===== config.mk =====
export PLATFORM = sky130hd
export DESIGN_NAME = nvm_ctrl
export DESIGN_NICKNAME = d
export VERILOG_FILES = /design/src/nvm_ctrl_pkg.sv /design/src/nvm_ctrl.sv
export VERILOG_INCLUDE_DIRS = /design/src
export SDC_FILE = /design/constraint.sdc
export NUM_CORES = 2
export LEC_CHECK = 0
export BUFFER_PORTS_ARGS = -buffer_cell sky130_fd_sc_hd__buf_2
export CAP_MARGIN = 20
export CELL_PAD_IN_SITES_DETAIL_PLACEMENT = 2
export CELL_PAD_IN_SITES_GLOBAL_PLACEMENT = 2
export CORE_MARGIN = 5
export CORE_UTILIZATION = 43
export CTS_CLUSTER_SIZE = 20
export DETAILED_ROUTE_END_ITERATION = 8
export PLACE_DENSITY = 0.83
export SYNTH_ARGS = -nofsm -noshare
export SYNTH_HDL_FRONTEND = slang
export SYNTH_SLANG_ARGS = --single-unit
export TNS_END_PERCENT = 50

===== constraint.sdc =====
create_clock -name sys_clk -period 11.8 [get_ports sys_clk]
set_input_delay 0.59 -clock sys_clk [delete_from_list [all_inputs] [get_ports sys_clk]]
set_output_delay 0.59 -clock sys_clk [all_outputs]
set_load 0.005 [all_outputs]

===== src/nvm_ctrl_defs.svh =====
/*
 * Offsets, field positions, reset values and timing counts of the data flash controller.
 * Assumes inclusion by its bare name from the design file, the CPU model and the bench.
 */
`ifndef NVM_CTRL_DEFS_SVH
`define NVM_CTRL_DEFS_SVH

`define OFS_FLASH_ADDRESS   16'h1c8c
`define OFS_FLASH_DATA      16'h1c8e
`define OFS_FLASH_CONTROL   16'h1c90
`define OFS_UNLOCK_REGISTER 16'h1c91
`define OFS_FLASH_STATUS    16'h1c94
// Register index; the byte address on the bus is four times the index
`define ADDR_FLASH_ADDRESS  14'h1c8c
`define ADDR_FLASH_DATA     14'h1c8e
`define ADDR_FLASH_CONTROL  14'h1c90
`define ADDR_UNLOCK_REG     14'h1c91
`define ADDR_FLASH_STATUS   14'h1c94
`define BIT_RD              0
`define BIT_WR              1
`define BIT_PROGRAM_ERASE_ENABLE            2
`define BIT_WRITE_ERROR_FLAG           3
`define BIT_FREE            4
`define BIT_LATCH_ONLY            5
`define BIT_REGS            6
`define BIT_COMPLETION_FLAG           0
`define BIT_COMPLETION_IRQ_ENABLE           1
`define RESET_ADDRESS       16'h0000
`define RESET_CONTROL       8'h00
`define UNLOCK_FIRST        8'h55
`define UNLOCK_SECOND       8'haa
`define DFM_NIBBLE          4'h7
`define DFM_REGS_PAGE       8'hf0
`define PROG_TIME_NS        10000
`define CLK_PERIOD_NS       5
`define PROG_CYCLES         ((`PROG_TIME_NS + `CLK_PERIOD_NS - 1) / `CLK_PERIOD_NS)
`define UNLOCK_WINDOW       4

`endif


===== src/nvm_ctrl_pkg.sv =====
/*
 * Types shared by the data flash controller.
 * Assumes the defines header is available on the include path.
 */
package nvm_ctrl_pkg;
    typedef enum logic [1:0] {
        ST_IDLE = 2'b00,
        ST_READ = 2'b01,
        ST_PROG = 2'b10
    } nvm_state_t;

    typedef enum logic [1:0] {
        UL_NONE  = 2'b00,
        UL_FIRST = 2'b01,
        UL_ARMED = 2'b10
    } unlock_state_t;

    typedef struct packed {
        logic        regs;
        logic        latch_only;
        logic        free;
        logic        write_error_flag;
        logic        program_erase_enable;
        logic        wr;
        logic        rd;
    } control_t;

    typedef struct packed {
        logic        valid;
        logic [15:0] addr;
    } ptr_req_t;

    typedef struct packed {
        logic        valid;
        logic [7:0]  data;
    } ptr_rsp_t;
endpackage


===== src/nvm_ctrl.sv =====
/*
 * Data flash controller: AHB-Lite register slave, unlock detector, read, self-timed
 * write and indirect read-only pointer path over a flip-flop data flash array.
 * Assumes one clock, a single AHB master with word transfers, and a CPU that honours stall.
 */
// Summary of operation
// Flash accessed one byte per operation: low data byte, address register pair.
// Byte write erases then programs; length set by internal timer.
// Pointer reads reach flash when high nibble is 0111; unimplemented reads zero.
// Pointer path never writes or erases flash.
// Protect configuration low blocks all register writes and erases; the code blocks only flash writes and erases.
// Read start with region select high stalls; data valid next cycle.
// Low data byte holds read value until next read or software write.
// Hardware clears read start when the read completes.
// Software writes 55h, then AAh, then sets write start.
// Broken unlock timing discards the requested write.
// Write start stalls the processor until the operation ends.
// Software disables interrupts around the unlock sequence.
// Erase is a normal byte write of all ones.
// Program/erase enable clear inhibits all program and erase cycles.
// Protected address at write start clears write start, no write.
// Completion clears write start, sets completion flag, interrupt if enabled.
// Write error flag on protected write, reset mid-write, broken unlock.
// Software may set write error; only software clears it.
// Region select bit 6: one data flash and info areas, zero program flash; the code has no program flash and ignores read and write starts with it zero.
// Latch-only with erase off only loads a latch; ignored with erase on.
// Row erase enable erases a 32-word row containing the address.
// Address bits 14:0 read/write reset zero; bit 15 undefined while writing.
// Unlock register is write-only, reset zero, feeds the pattern detector.
// Writing zero to write start during a write has no effect.
// Programming length is a parameter; stall and busy stay high throughout.
`timescale 1ns/1ps
`default_nettype none
`include "nvm_ctrl_defs.svh"

module nvm_ctrl
    import nvm_ctrl_pkg::*;
#(
    parameter int DFM_DEPTH   = 128,
    parameter int PROG_CYCLES = `PROG_CYCLES
) (
    input  wire logic        sys_clk,
    input  wire logic        resetn,
    input  wire logic        hsel,
    input  wire logic [31:0] haddr,
    input  wire logic [1:0]  htrans,
    input  wire logic        hwrite,
    input  wire logic [2:0]  hsize,
    input  wire logic [31:0] hwdata,
    input  wire logic        hready,
    output logic      [31:0] hrdata,
    output logic             hreadyout,
    output logic             hresp,
    input  wire logic        data_flash_protect_config,
    input  wire logic        self_write_lost,
    input  wire ptr_req_t    ptr_req,
    output ptr_rsp_t         ptr_rsp,
    output logic             cpu_stall,
    output logic             nvm_busy,
    output logic             nvm_irq
);
    localparam int AW = $clog2(DFM_DEPTH);

    logic [1:0]    rst_sync_reg;
    wire           rst_n = rst_sync_reg[1];
    logic          prot_meta_reg, prot_reg, lost_meta_reg, lost_reg;

    logic [7:0]    dfm_mem [DFM_DEPTH];
    logic [15:0]   flash_address_reg;
    logic [7:0]    flash_data_low_reg, flash_data_high_reg;
    control_t      ctl_reg;
    logic          completion_flag_reg, completion_irq_enable_reg;
    nvm_state_t    state_reg;
    unlock_state_t ul_reg;
    logic [2:0]    ul_cnt_reg;
    logic [31:0]   prog_cnt_reg;
    logic          aw_reg, awr_reg;
    logic [13:0]   aaddr_reg;

    // Strap and loss inputs come from outside this clock domain
    always_ff @(posedge sys_clk or negedge resetn) begin
        if (!resetn) begin
            rst_sync_reg <= 2'b00;
        end else begin
            rst_sync_reg <= {rst_sync_reg[0], 1'b1};
        end
    end

    always_ff @(posedge sys_clk or negedge rst_n) begin
        if (!rst_n) begin
            prot_meta_reg <= 1'b0;
            prot_reg      <= 1'b0;
            lost_meta_reg <= 1'b0;
            lost_reg      <= 1'b0;
        end else begin
            prot_meta_reg <= data_flash_protect_config;
            prot_reg      <= prot_meta_reg;
            lost_meta_reg <= self_write_lost;
            lost_reg      <= lost_meta_reg;
        end
    end

    function automatic logic in_dfm(input logic [15:0] a);
        // Bit 15 is not stored; region select supplies it, so page 0x70 maps to 0xf0
        return (a[14:8] == 7'(`DFM_REGS_PAGE)) && (a[7:0] < DFM_DEPTH);
    endfunction

    // Bus decode
    wire        wr_cyc   = aw_reg && awr_reg;
    wire [13:0] rd_idx   = haddr[15:2];
    wire        sel_addr = wr_cyc && aaddr_reg == `ADDR_FLASH_ADDRESS;
    wire        sel_data = wr_cyc && aaddr_reg == `ADDR_FLASH_DATA;
    wire        sel_ctl  = wr_cyc && aaddr_reg == `ADDR_FLASH_CONTROL;
    wire        sel_ul   = wr_cyc && aaddr_reg == `ADDR_UNLOCK_REG;
    wire        sel_st   = wr_cyc && aaddr_reg == `ADDR_FLASH_STATUS;
    wire        take     = hsel && hready && htrans[1];

    wire        idle       = state_reg == ST_IDLE;
    wire        rd_start   = sel_ctl && hwdata[`BIT_RD] && idle && ctl_reg.regs;
    wire        wr_request = sel_ctl && hwdata[`BIT_WR] && idle;
    wire        unlocked   = ul_reg == UL_ARMED;
    wire        addr_ok    = in_dfm(flash_address_reg);
    wire        protected_hit = !prot_reg || !addr_ok;
    wire        wr_go      = wr_request && unlocked && ctl_reg.program_erase_enable && ctl_reg.regs && !protected_hit;
    wire        wr_denied  = wr_request && unlocked && ctl_reg.program_erase_enable && ctl_reg.regs && protected_hit;
    wire        ul_broken  = (wr_request && !unlocked) || (ul_reg != UL_NONE && ul_cnt_reg == 3'd0);
    wire        prog_done  = state_reg == ST_PROG && prog_cnt_reg == 32'd0;
    wire [AW-1:0] idx      = flash_address_reg[AW-1:0];
    // Pointer path decode: read only, no write port at all
    wire [AW-1:0] pidx     = ptr_req.addr[AW-1:0];
    wire        ptr_hit    = ptr_req.addr[15:12] == `DFM_NIBBLE && ptr_req.addr[11:0] < DFM_DEPTH;

    // AHB address phase capture; zero wait states
    always_ff @(posedge sys_clk or negedge rst_n) begin
        if (!rst_n) begin
            aw_reg    <= 1'b0;
            awr_reg   <= 1'b0;
            aaddr_reg <= 14'h0000;
            hrdata    <= 32'h0000_0000;
        end else begin
            aw_reg    <= take;
            awr_reg   <= hwrite;
            aaddr_reg <= haddr[15:2];
            if (take && !hwrite) begin
                unique case (rd_idx)
                    `ADDR_FLASH_ADDRESS: hrdata <= {16'h0000, state_reg == ST_PROG, flash_address_reg[14:0]};
                    `ADDR_FLASH_DATA:    hrdata <= {16'h0000, flash_data_high_reg, flash_data_low_reg};
                    `ADDR_FLASH_CONTROL: hrdata <= {25'h0, ctl_reg};
                    `ADDR_FLASH_STATUS:  hrdata <= {30'h0, completion_irq_enable_reg, completion_flag_reg};
                    default:             hrdata <= 32'h0000_0000; // Unlock register reads zero
                endcase
            end
        end
    end
    assign hreadyout = 1'b1;
    assign hresp     = 1'b0;

    // Unlock detector: each step must follow within a short window
    always_ff @(posedge sys_clk or negedge rst_n) begin
        if (!rst_n) begin
            ul_reg     <= UL_NONE;
            ul_cnt_reg <= 3'd0;
        end else if (sel_ul) begin
            ul_cnt_reg <= 3'(`UNLOCK_WINDOW);
            unique case (ul_reg)
                UL_NONE:  ul_reg <= (hwdata[7:0] == `UNLOCK_FIRST) ? UL_FIRST : UL_NONE;
                UL_FIRST: ul_reg <= (hwdata[7:0] == `UNLOCK_SECOND) ? UL_ARMED : UL_NONE;
                UL_ARMED: ul_reg <= (hwdata[7:0] == `UNLOCK_FIRST) ? UL_FIRST : UL_NONE;
                default:  ul_reg <= UL_NONE;
            endcase
        end else if (sel_ctl || ul_cnt_reg == 3'd0) begin
            ul_reg     <= UL_NONE;   // A control write or an expired window consumes the arming
            ul_cnt_reg <= 3'd0;
        end else if (ul_reg != UL_NONE) begin
            ul_cnt_reg <= ul_cnt_reg - 3'd1;
        end
    end

    // Operation sequencer
    always_ff @(posedge sys_clk or negedge rst_n) begin
        if (!rst_n) begin
            state_reg    <= ST_IDLE;
            prog_cnt_reg <= 32'd0;
        end else begin
            unique case (state_reg)
                ST_IDLE: begin
                    if (rd_start) begin
                        state_reg <= ST_READ;
                    end else if (wr_go && !(ctl_reg.latch_only && !ctl_reg.free)) begin
                        state_reg    <= ST_PROG;
                        prog_cnt_reg <= PROG_CYCLES - 1;
                    end
                end
                ST_READ: state_reg <= ST_IDLE;
                ST_PROG: begin
                    if (prog_cnt_reg == 32'd0) begin
                        state_reg <= ST_IDLE;
                    end else begin
                        prog_cnt_reg <= prog_cnt_reg - 32'd1;
                    end
                end
                default: state_reg <= ST_IDLE;
            endcase
        end
    end

    // Registers: address, data, control and status
    always_ff @(posedge sys_clk or negedge rst_n) begin
        if (!rst_n) begin
            flash_address_reg   <= `RESET_ADDRESS;
            flash_data_low_reg  <= 8'h00;
            flash_data_high_reg <= 8'h00;
            ctl_reg             <= control_t'(`RESET_CONTROL);
            completion_flag_reg           <= 1'b0;
            completion_irq_enable_reg           <= 1'b0;
        end else begin
            if (sel_addr && state_reg != ST_PROG) begin
                flash_address_reg <= {1'b0, hwdata[14:0]};
            end
            if (state_reg == ST_READ) begin
                flash_data_low_reg  <= addr_ok ? dfm_mem[idx] : 8'h00;
                flash_data_high_reg <= 8'h00;
            end else if (sel_data) begin
                flash_data_low_reg  <= hwdata[7:0];
                flash_data_high_reg <= {2'b00, hwdata[13:8]};
            end
            if (sel_ctl) begin
                ctl_reg.regs  <= hwdata[`BIT_REGS];
                ctl_reg.latch_only  <= hwdata[`BIT_LATCH_ONLY];
                ctl_reg.free  <= hwdata[`BIT_FREE];
                ctl_reg.program_erase_enable  <= hwdata[`BIT_PROGRAM_ERASE_ENABLE];
                ctl_reg.rd    <= rd_start;
                ctl_reg.wr    <= ctl_reg.wr | (wr_go && !(ctl_reg.latch_only && !ctl_reg.free));
            end
            if (state_reg == ST_READ) begin
                ctl_reg.rd <= 1'b0;
            end
            if (prog_done) begin
                ctl_reg.wr <= 1'b0;
            end
            // Set wins over the software clear
            ctl_reg.write_error_flag <= wr_denied || ul_broken || lost_reg ||
                             (sel_ctl ? hwdata[`BIT_WRITE_ERROR_FLAG] : ctl_reg.write_error_flag);
            if (sel_st) begin
                completion_irq_enable_reg <= hwdata[`BIT_COMPLETION_IRQ_ENABLE];
            end
            completion_flag_reg <= prog_done || (sel_st ? hwdata[`BIT_COMPLETION_FLAG] : completion_flag_reg);
        end
    end

    // Array storage; erase-before-write is implicit in storing the new byte
    always_ff @(posedge sys_clk) begin
        if (prog_done && !ctl_reg.free) begin
            dfm_mem[idx] <= flash_data_low_reg;
        end else if (prog_done) begin
            for (int i = 0; i < 32; i++) begin
                if (in_dfm({flash_address_reg[15:5], 5'(i)})) begin
                    dfm_mem[{flash_address_reg[AW-1:5], 5'(i)}] <= 8'hff;
                end
            end
        end
    end

    // Outputs
    always_ff @(posedge sys_clk or negedge rst_n) begin
        if (!rst_n) begin
            ptr_rsp   <= '0;
            cpu_stall <= 1'b0;
            nvm_busy  <= 1'b0;
            nvm_irq   <= 1'b0;
        end else begin
            ptr_rsp.valid <= ptr_req.valid;
            ptr_rsp.data  <= ptr_hit ? dfm_mem[pidx] : 8'h00;
            cpu_stall     <= rd_start || (wr_go && !(ctl_reg.latch_only && !ctl_reg.free)) ||
                             (state_reg == ST_PROG && !prog_done);
            nvm_busy      <= (state_reg == ST_PROG && !prog_done) || (wr_go && !(ctl_reg.latch_only && !ctl_reg.free));
            nvm_irq       <= (prog_done || completion_flag_reg) && completion_irq_enable_reg;
        end
    end

    chk_read_clears_rd: assert property (@(posedge sys_clk) disable iff (!rst_n)
        rd_start |=> ##1 !ctl_reg.rd) else $error("read start not cleared");
    chk_done_sets_flag: assert property (@(posedge sys_clk) disable iff (!rst_n)
        prog_done |=> completion_flag_reg && !ctl_reg.wr) else $error("completion not flagged");
    chk_denied_error: assert property (@(posedge sys_clk) disable iff (!rst_n)
        wr_denied |=> ctl_reg.write_error_flag && state_reg == ST_IDLE) else $error("protected write not refused");
    chk_program_erase_enable_gate: assert property (@(posedge sys_clk) disable iff (!rst_n)
        (state_reg == ST_IDLE && !ctl_reg.program_erase_enable) |=> state_reg != ST_PROG) else $error("write without enable");
    chk_protect_gate: assert property (@(posedge sys_clk) disable iff (!rst_n)
        (state_reg == ST_IDLE && !prot_reg) |=> state_reg != ST_PROG) else $error("write while protected");
    chk_unlock_need: assert property (@(posedge sys_clk) disable iff (!rst_n)
        (wr_request && !unlocked) |=> state_reg == ST_IDLE && ctl_reg.write_error_flag) else $error("unlock bypassed");
    chk_stall_prog: assert property (@(posedge sys_clk) disable iff (!rst_n)
        (state_reg == ST_PROG && !prog_done) |=> cpu_stall && nvm_busy) else $error("stall dropped");
    chk_error_sticky: assert property (@(posedge sys_clk) disable iff (!rst_n)
        (ctl_reg.write_error_flag && !sel_ctl) |=> ctl_reg.write_error_flag) else $error("error flag lost");
endmodule
`default_nettype wire


# Word-level counts from Yosys, hierarchy flattened
# Memories as Yosys holds them, arrays and structs flattened.
# Index checks and enable logic that the tools add are counted.
[op_classes] n_eq_ne=23 n_bitwise=1 magnitude_cmp=34 reduce_logical=96 add_sub_neg=2 mux=161
[ops] operator="less-than comparator 8 bit, second input constant" n=33
[ops] operator="two-way mux 1 bit" n=136
[ops] operator="== test 14 x 13 -> 1 bit, second input constant" n=9
[ops] operator="two-way mux 32 bit" n=3
[ops] operator="case mux 16 bit (4 select lines)" n=1
[ops] operator="case mux 32 bit (2 select lines)" n=1
[ops] operator="logical AND 1 bit" n=62
[ops] operator="two-way mux 8 bit" n=7
[ops] operator="zero test 32 bit" n=1
[ops] operator="subtractor 32 x 1 -> 32 bit, second input constant" n=1
[ops] operator="two-way mux 2 bit" n=7
[ops] operator="less-than comparator 12 x 8 -> 1 bit, second input constant" n=1
[ops] operator="nonzero test 2 bit" n=6
[ops] operator="logical OR 1 bit" n=11
[ops] operator="two-way mux 3 bit" n=3
[ops] operator="== test 8 x 7 -> 1 bit, second input constant" n=1
[ops] operator="== test 8 bit, second input constant" n=1
[ops] operator="zero test 1 bit" n=8
[ops] operator="!= test 2 bit, second input constant" n=4
[ops] operator="case mux 2 bit (2 select lines)" n=2
[ops] operator="OR reduction 8 bit" n=1
[ops] operator="== test 7 bit, second input constant" n=1
[ops] operator="two-way mux 7 bit" n=1
[ops] operator="== test 2 x 1 -> 1 bit, second input constant" n=2
[ops] operator="other kinds (12)" n=14
[word_totals] register_bits=145 mem_count=1 inputBits=93 ramBits=1024 output_inout_bits=46 elab_cells=348
[mem_list] name="dfm_mem" depth=128 word_bits=8 rd=2 rd_clocked_by_memory_dff=0 write_ports=32 line_no="nvm_ctrl.sv:68" text="logic [7:0] dfm_mem [DFM_DEPTH];"

# Depth between registers and ports, before layout
[logic_depth] depth_word=12 ltp_mapped=12 depth_no_buf=10

# Worst setup path after synthesis
# Ideal clock, no wire load.
[synth_timing] path_kind="input -> register" from="input ptr_req[0] in the netlist's numbering" to="register ptr_rsp[6] in the netlist's numbering" t_required_ns=11.682 path_buffers=4 path_slack_ns=8.606 cell_stages=9 setup_ns=0.118 t_arrival_ns=3.076 cell_sequence="clkbuf_1 > buf_2 > buf_2 > buf_1 > mux4_2 > mux4_2 > mux2i_1 > o22ai_1 > a21o_1"
[synth_via] elab_chain_len=3 elab_cells_between_ends=4 cone_classes="1 x order compare; 1 x mux; 1 x reduce/logical; 1 x memory"
[synth_rtl] element="start, declared" line_no="nvm_ctrl.sv:56" text="input wire ptr_req_t ptr_req,"
[synth_rtl] element="parallel branches: the longest is 2 deep, another holds memory (128 x 8 bit)"
[synth_rtl] element="two-way mux 8 bit *" line_no="nvm_ctrl.sv:273" text="ptr_rsp.data <= ptr_hit ? dfm_mem[pidx] : 8'h00;"
[synth_rtl] element="end, declared" line_no="nvm_ctrl.sv:57" text="output ptr_rsp_t ptr_rsp,"
# Every way passes the cells marked *.
# A chain may end at the register's enable or synchronous reset.

# Worst setup path in the final report
[layout_timing] from="register flash_address_reg[1]" to="register flash_data_low_reg[7]"
[layout_via] elab_chain_len=4 elab_cells_between_ends=5 cone_classes="1 x order compare; 2 x mux; 1 x reduce/logical; 1 x memory"
[layout_rtl] element="start, declared" line_no="nvm_ctrl.sv:69" text="logic [15:0] flash_address_reg;"
[layout_rtl] element="start signal, assigned" line_no="nvm_ctrl.sv:210" text="flash_address_reg <= `RESET_ADDRESS;"
[layout_rtl] element="start signal, assigned" line_no="nvm_ctrl.sv:218" text="flash_address_reg <= {1'b0, hwdata[14:0]};"
[layout_rtl] element="parallel branches: the longest is 2 deep, another holds memory (128 x 8 bit)"
[layout_rtl] element="two-way mux 8 bit *" line_no="nvm_ctrl.sv:221" text="flash_data_low_reg <= addr_ok ? dfm_mem[idx] : 8'h00;"
[layout_rtl] element="two-way mux 8 bit *" line_no="nvm_ctrl.sv:220" text="if (state_reg == ST_READ) begin"
[layout_rtl] element="end signal, assigned" line_no="nvm_ctrl.sv:221"
[layout_rtl] element="end signal, assigned" line_no="nvm_ctrl.sv:224" text="flash_data_low_reg <= hwdata[7:0];"
[layout_rtl] element="end, declared" line_no="nvm_ctrl.sv:70" text="logic [7:0] flash_data_low_reg, flash_data_high_reg;"
# Marks and branches as above.

==> results.tsv <==
metric	value	unit
outcome	completed	
grt ovf	0	
peak supply drop	0.1059	mV
Hold Path Class	input pin to register	
Design Power	8.404	mW
area delta synth->final	10.81	%
GRT Overall Usage	38.71	%
fillers	14580	
Post-Syn Area	0.05901	mm²
Finished Layout Cells	8508	
synth cell count leaders	nand2_1, dfxtp_1, nand3_1	
required time of the critical path	12.42	ns
Setup crit end kind	register	
die area	0.1447	mm²
final hold vios	0	
Final min period	5.569	ns
vias in the first global route	62310	
Post-synth EDFFs	0	
Total Wirelength	291900	µm
Slew Viols, Final	0	
number of flip-flops in the largest register	1024	
# Max-Cap Violations	0	
Synth Instances	6783	
Hold Buf Count CTS	18	
pwr/cell area	128.5	mW/mm²
Primary FF master, synth	dfxtp_1	
Synth Area per Inst	8.699	µm²
die height	380.4	µm
Clock Latency Late Sink	0.81	ns
layout cells sized above 1	16.00	%
count of input and output buffers	81	
Synth warnings	0	
core box area	0.1370	mm²
most common cell in the netlist	nand2_1	
RSZ-0062 raised after global routing	false	
Final GP Congestion	0.9404	
largest fanout on the critical path	42	
slew margin rel.	14.11	%
Rows	136	
Inst Count DP	8214	
endpoints failing setup	0	
drt drc	0	
Lkg Pwr	26.74	nW
Vias/cell	6.888	
first-pass GRT wire length	424300	µm
# Post-CTS Setup Buffers	0	
WS Path Type	register to register	
DP HPWL	179300	µm
Routed Antenna Nets	0	
CTS clk-pin slew, worst paths	0.06	ns
Least-Margin Pin Slew	1.279	ns
Post-synth ARST share	11.03	%
Worst setup SP type	register	
Layout Nets	6689	
fmax	179.6	MHz
Seq/Total Area, Yosys	40.13	%
cell taking the most area after synthesis	dfxtp_1	
Yosys cell types	71	
crit path DAT	6.19	ns
Vias	58600	
First-pass DRT Iterations	6	
antenna violations before repair	27	
TritonCTS buffer count	137	
Routed WL per cell	34.31	µm
post-CTS sizing	0	
total negative setup slack	0	ns
Tcrit/Tclk final	47.20	%
CTS tree	done	
DRT iter0 DRCs	6219	
#FFs+latches synth	1151	
CTS Sinks	1151	
skew final	0.03087	ns
Clock Path Buffers	3	
Die Wd	380.4	µm
Initial Util	43.08	%
CTS root buf	clkbuf_16	
largest cells by area after synthesis	dfxtp_1, nand2_1, mux4_2, nand3_1, dfrtp_1	
Synth top area share	34.74	%
H-tree Lvls	4	
IO Pins	139	
final hold slack	0.05064	ns
largest net degree at the start of global routing	198	
final timing paths:
kind	cells past startpoint	start	slack [ns]	end
setup reg to reg	9	flash_address_reg[1]	6.23	flash_data_low_reg[7]
min in group asynchronous	2	resetn	0.10	rst_sync_reg[1]
hold / removal	2	hwdata[14]	0.05	flash_address_reg[14]
setup / recovery	9	flash_address_reg[1]	6.23	flash_data_low_reg[7]
hold reg to reg	0	rst_sync_reg[0]	0.36	rst_sync_reg[1]
max in group asynchronous	1	rst_sync_reg[1]	9.98	ul_cnt_reg[0]
worst max-delay path: stages, from the launching register on:
cell      delay [ns]
dfrtp_4         0.85
buf_4           0.78
nand2b_2        0.91
buf_4           0.47
o221a_2         0.24
o211ai_1        0.21
o211ai_1        0.39
o31ai_1         0.21
nor4_2          1.01
o22ai_1         0.26
metrics by stage:
stage                     setup WS [ns]  cell area [µm²]  util [%]
after floorplan                   8.000            59070         -
after global placement            6.738            60500     44.17
after detailed placement          6.630            60540     44.19
after CTS                         6.487            65120     47.54
after global routing              6.374            65340     47.70
final                             6.231            65390     47.74
final cells by class:
| class | instances | area [µm²] | share of cell area (%) |
|---|---|---|---|
| repair buffers | 219 | 1710 | 2.616 |
| multi-input cells | 5035 | 33080 | 50.58 |
| clock inverters | 33 | 325.3 | 0.4975 |
| well taps | 1794 | 2245 | 3.433 |
| diodes | 19 | 47.55 | 0.07271 |
| flip-flops and latches | 1151 | 23730 | 36.29 |
| inverters | 49 | 183.9 | 0.2813 |
| clock buffers | 208 | 4073 | 6.228 |
per-layer routing:
metal	vias up	global-route usage, %	share of wire [%]
met4	20	23.41	6.4
met5	-	0	0.045
met1	30290	47.37	38
met2	3435	60.56	45
met3	1047	11.20	11
li1	23810	-	-
placed cells by master, fill, tap and decap left out, drive strengths merged, types with 21 or more instances in the layout:
cell type  synthesis  final
o21ai             56     56
o2bb2ai           21     21
a22oi             22     22
clkinv             2     22
a221o             86     86
o221a             23     23
a21oi             98     98
mux2i            198    198
nor3             111    111
inv               47     53
buf              137    199
a2bb2oi           57     57
a221oi           112    112
mux4             335    335
nand2           2237   2237
mux2             121    121
o211ai            93     93
dfxtp           1024   1024
o31ai             24     24
nand3           1019   1019
nor2             114    114
clkbuf           428    210
nor4              38     38
dfrtp            127    127
cells by family (layout without fill, tap and decap cells):
logic type	Yosys count	after routing	share of synthesized area, %
AOI/OAI and AO/OA	705	705	9.315
xor gates and xnor gates	16	16	0.2375
adders and majority gates	3	3	0.06362
buffers and inverters	614	509	4.232
DFF	1151	1151	40.13
muxes	654	654	18.45
other	2	38	0.01273
and+or+nand+nor	3638	3638	27.56
report_power, final:
part | internal [mW] | total [mW] | switching, mW
Combinational | 0.0736 | 0.186 | 0.112
Clock | 2.47 | 4.31 | 1.84
Sequential | 3.90 | 3.91 | 0.00840
Total | 6.44 | 8.40 | 1.97
(Power assumes the default switching activity.)
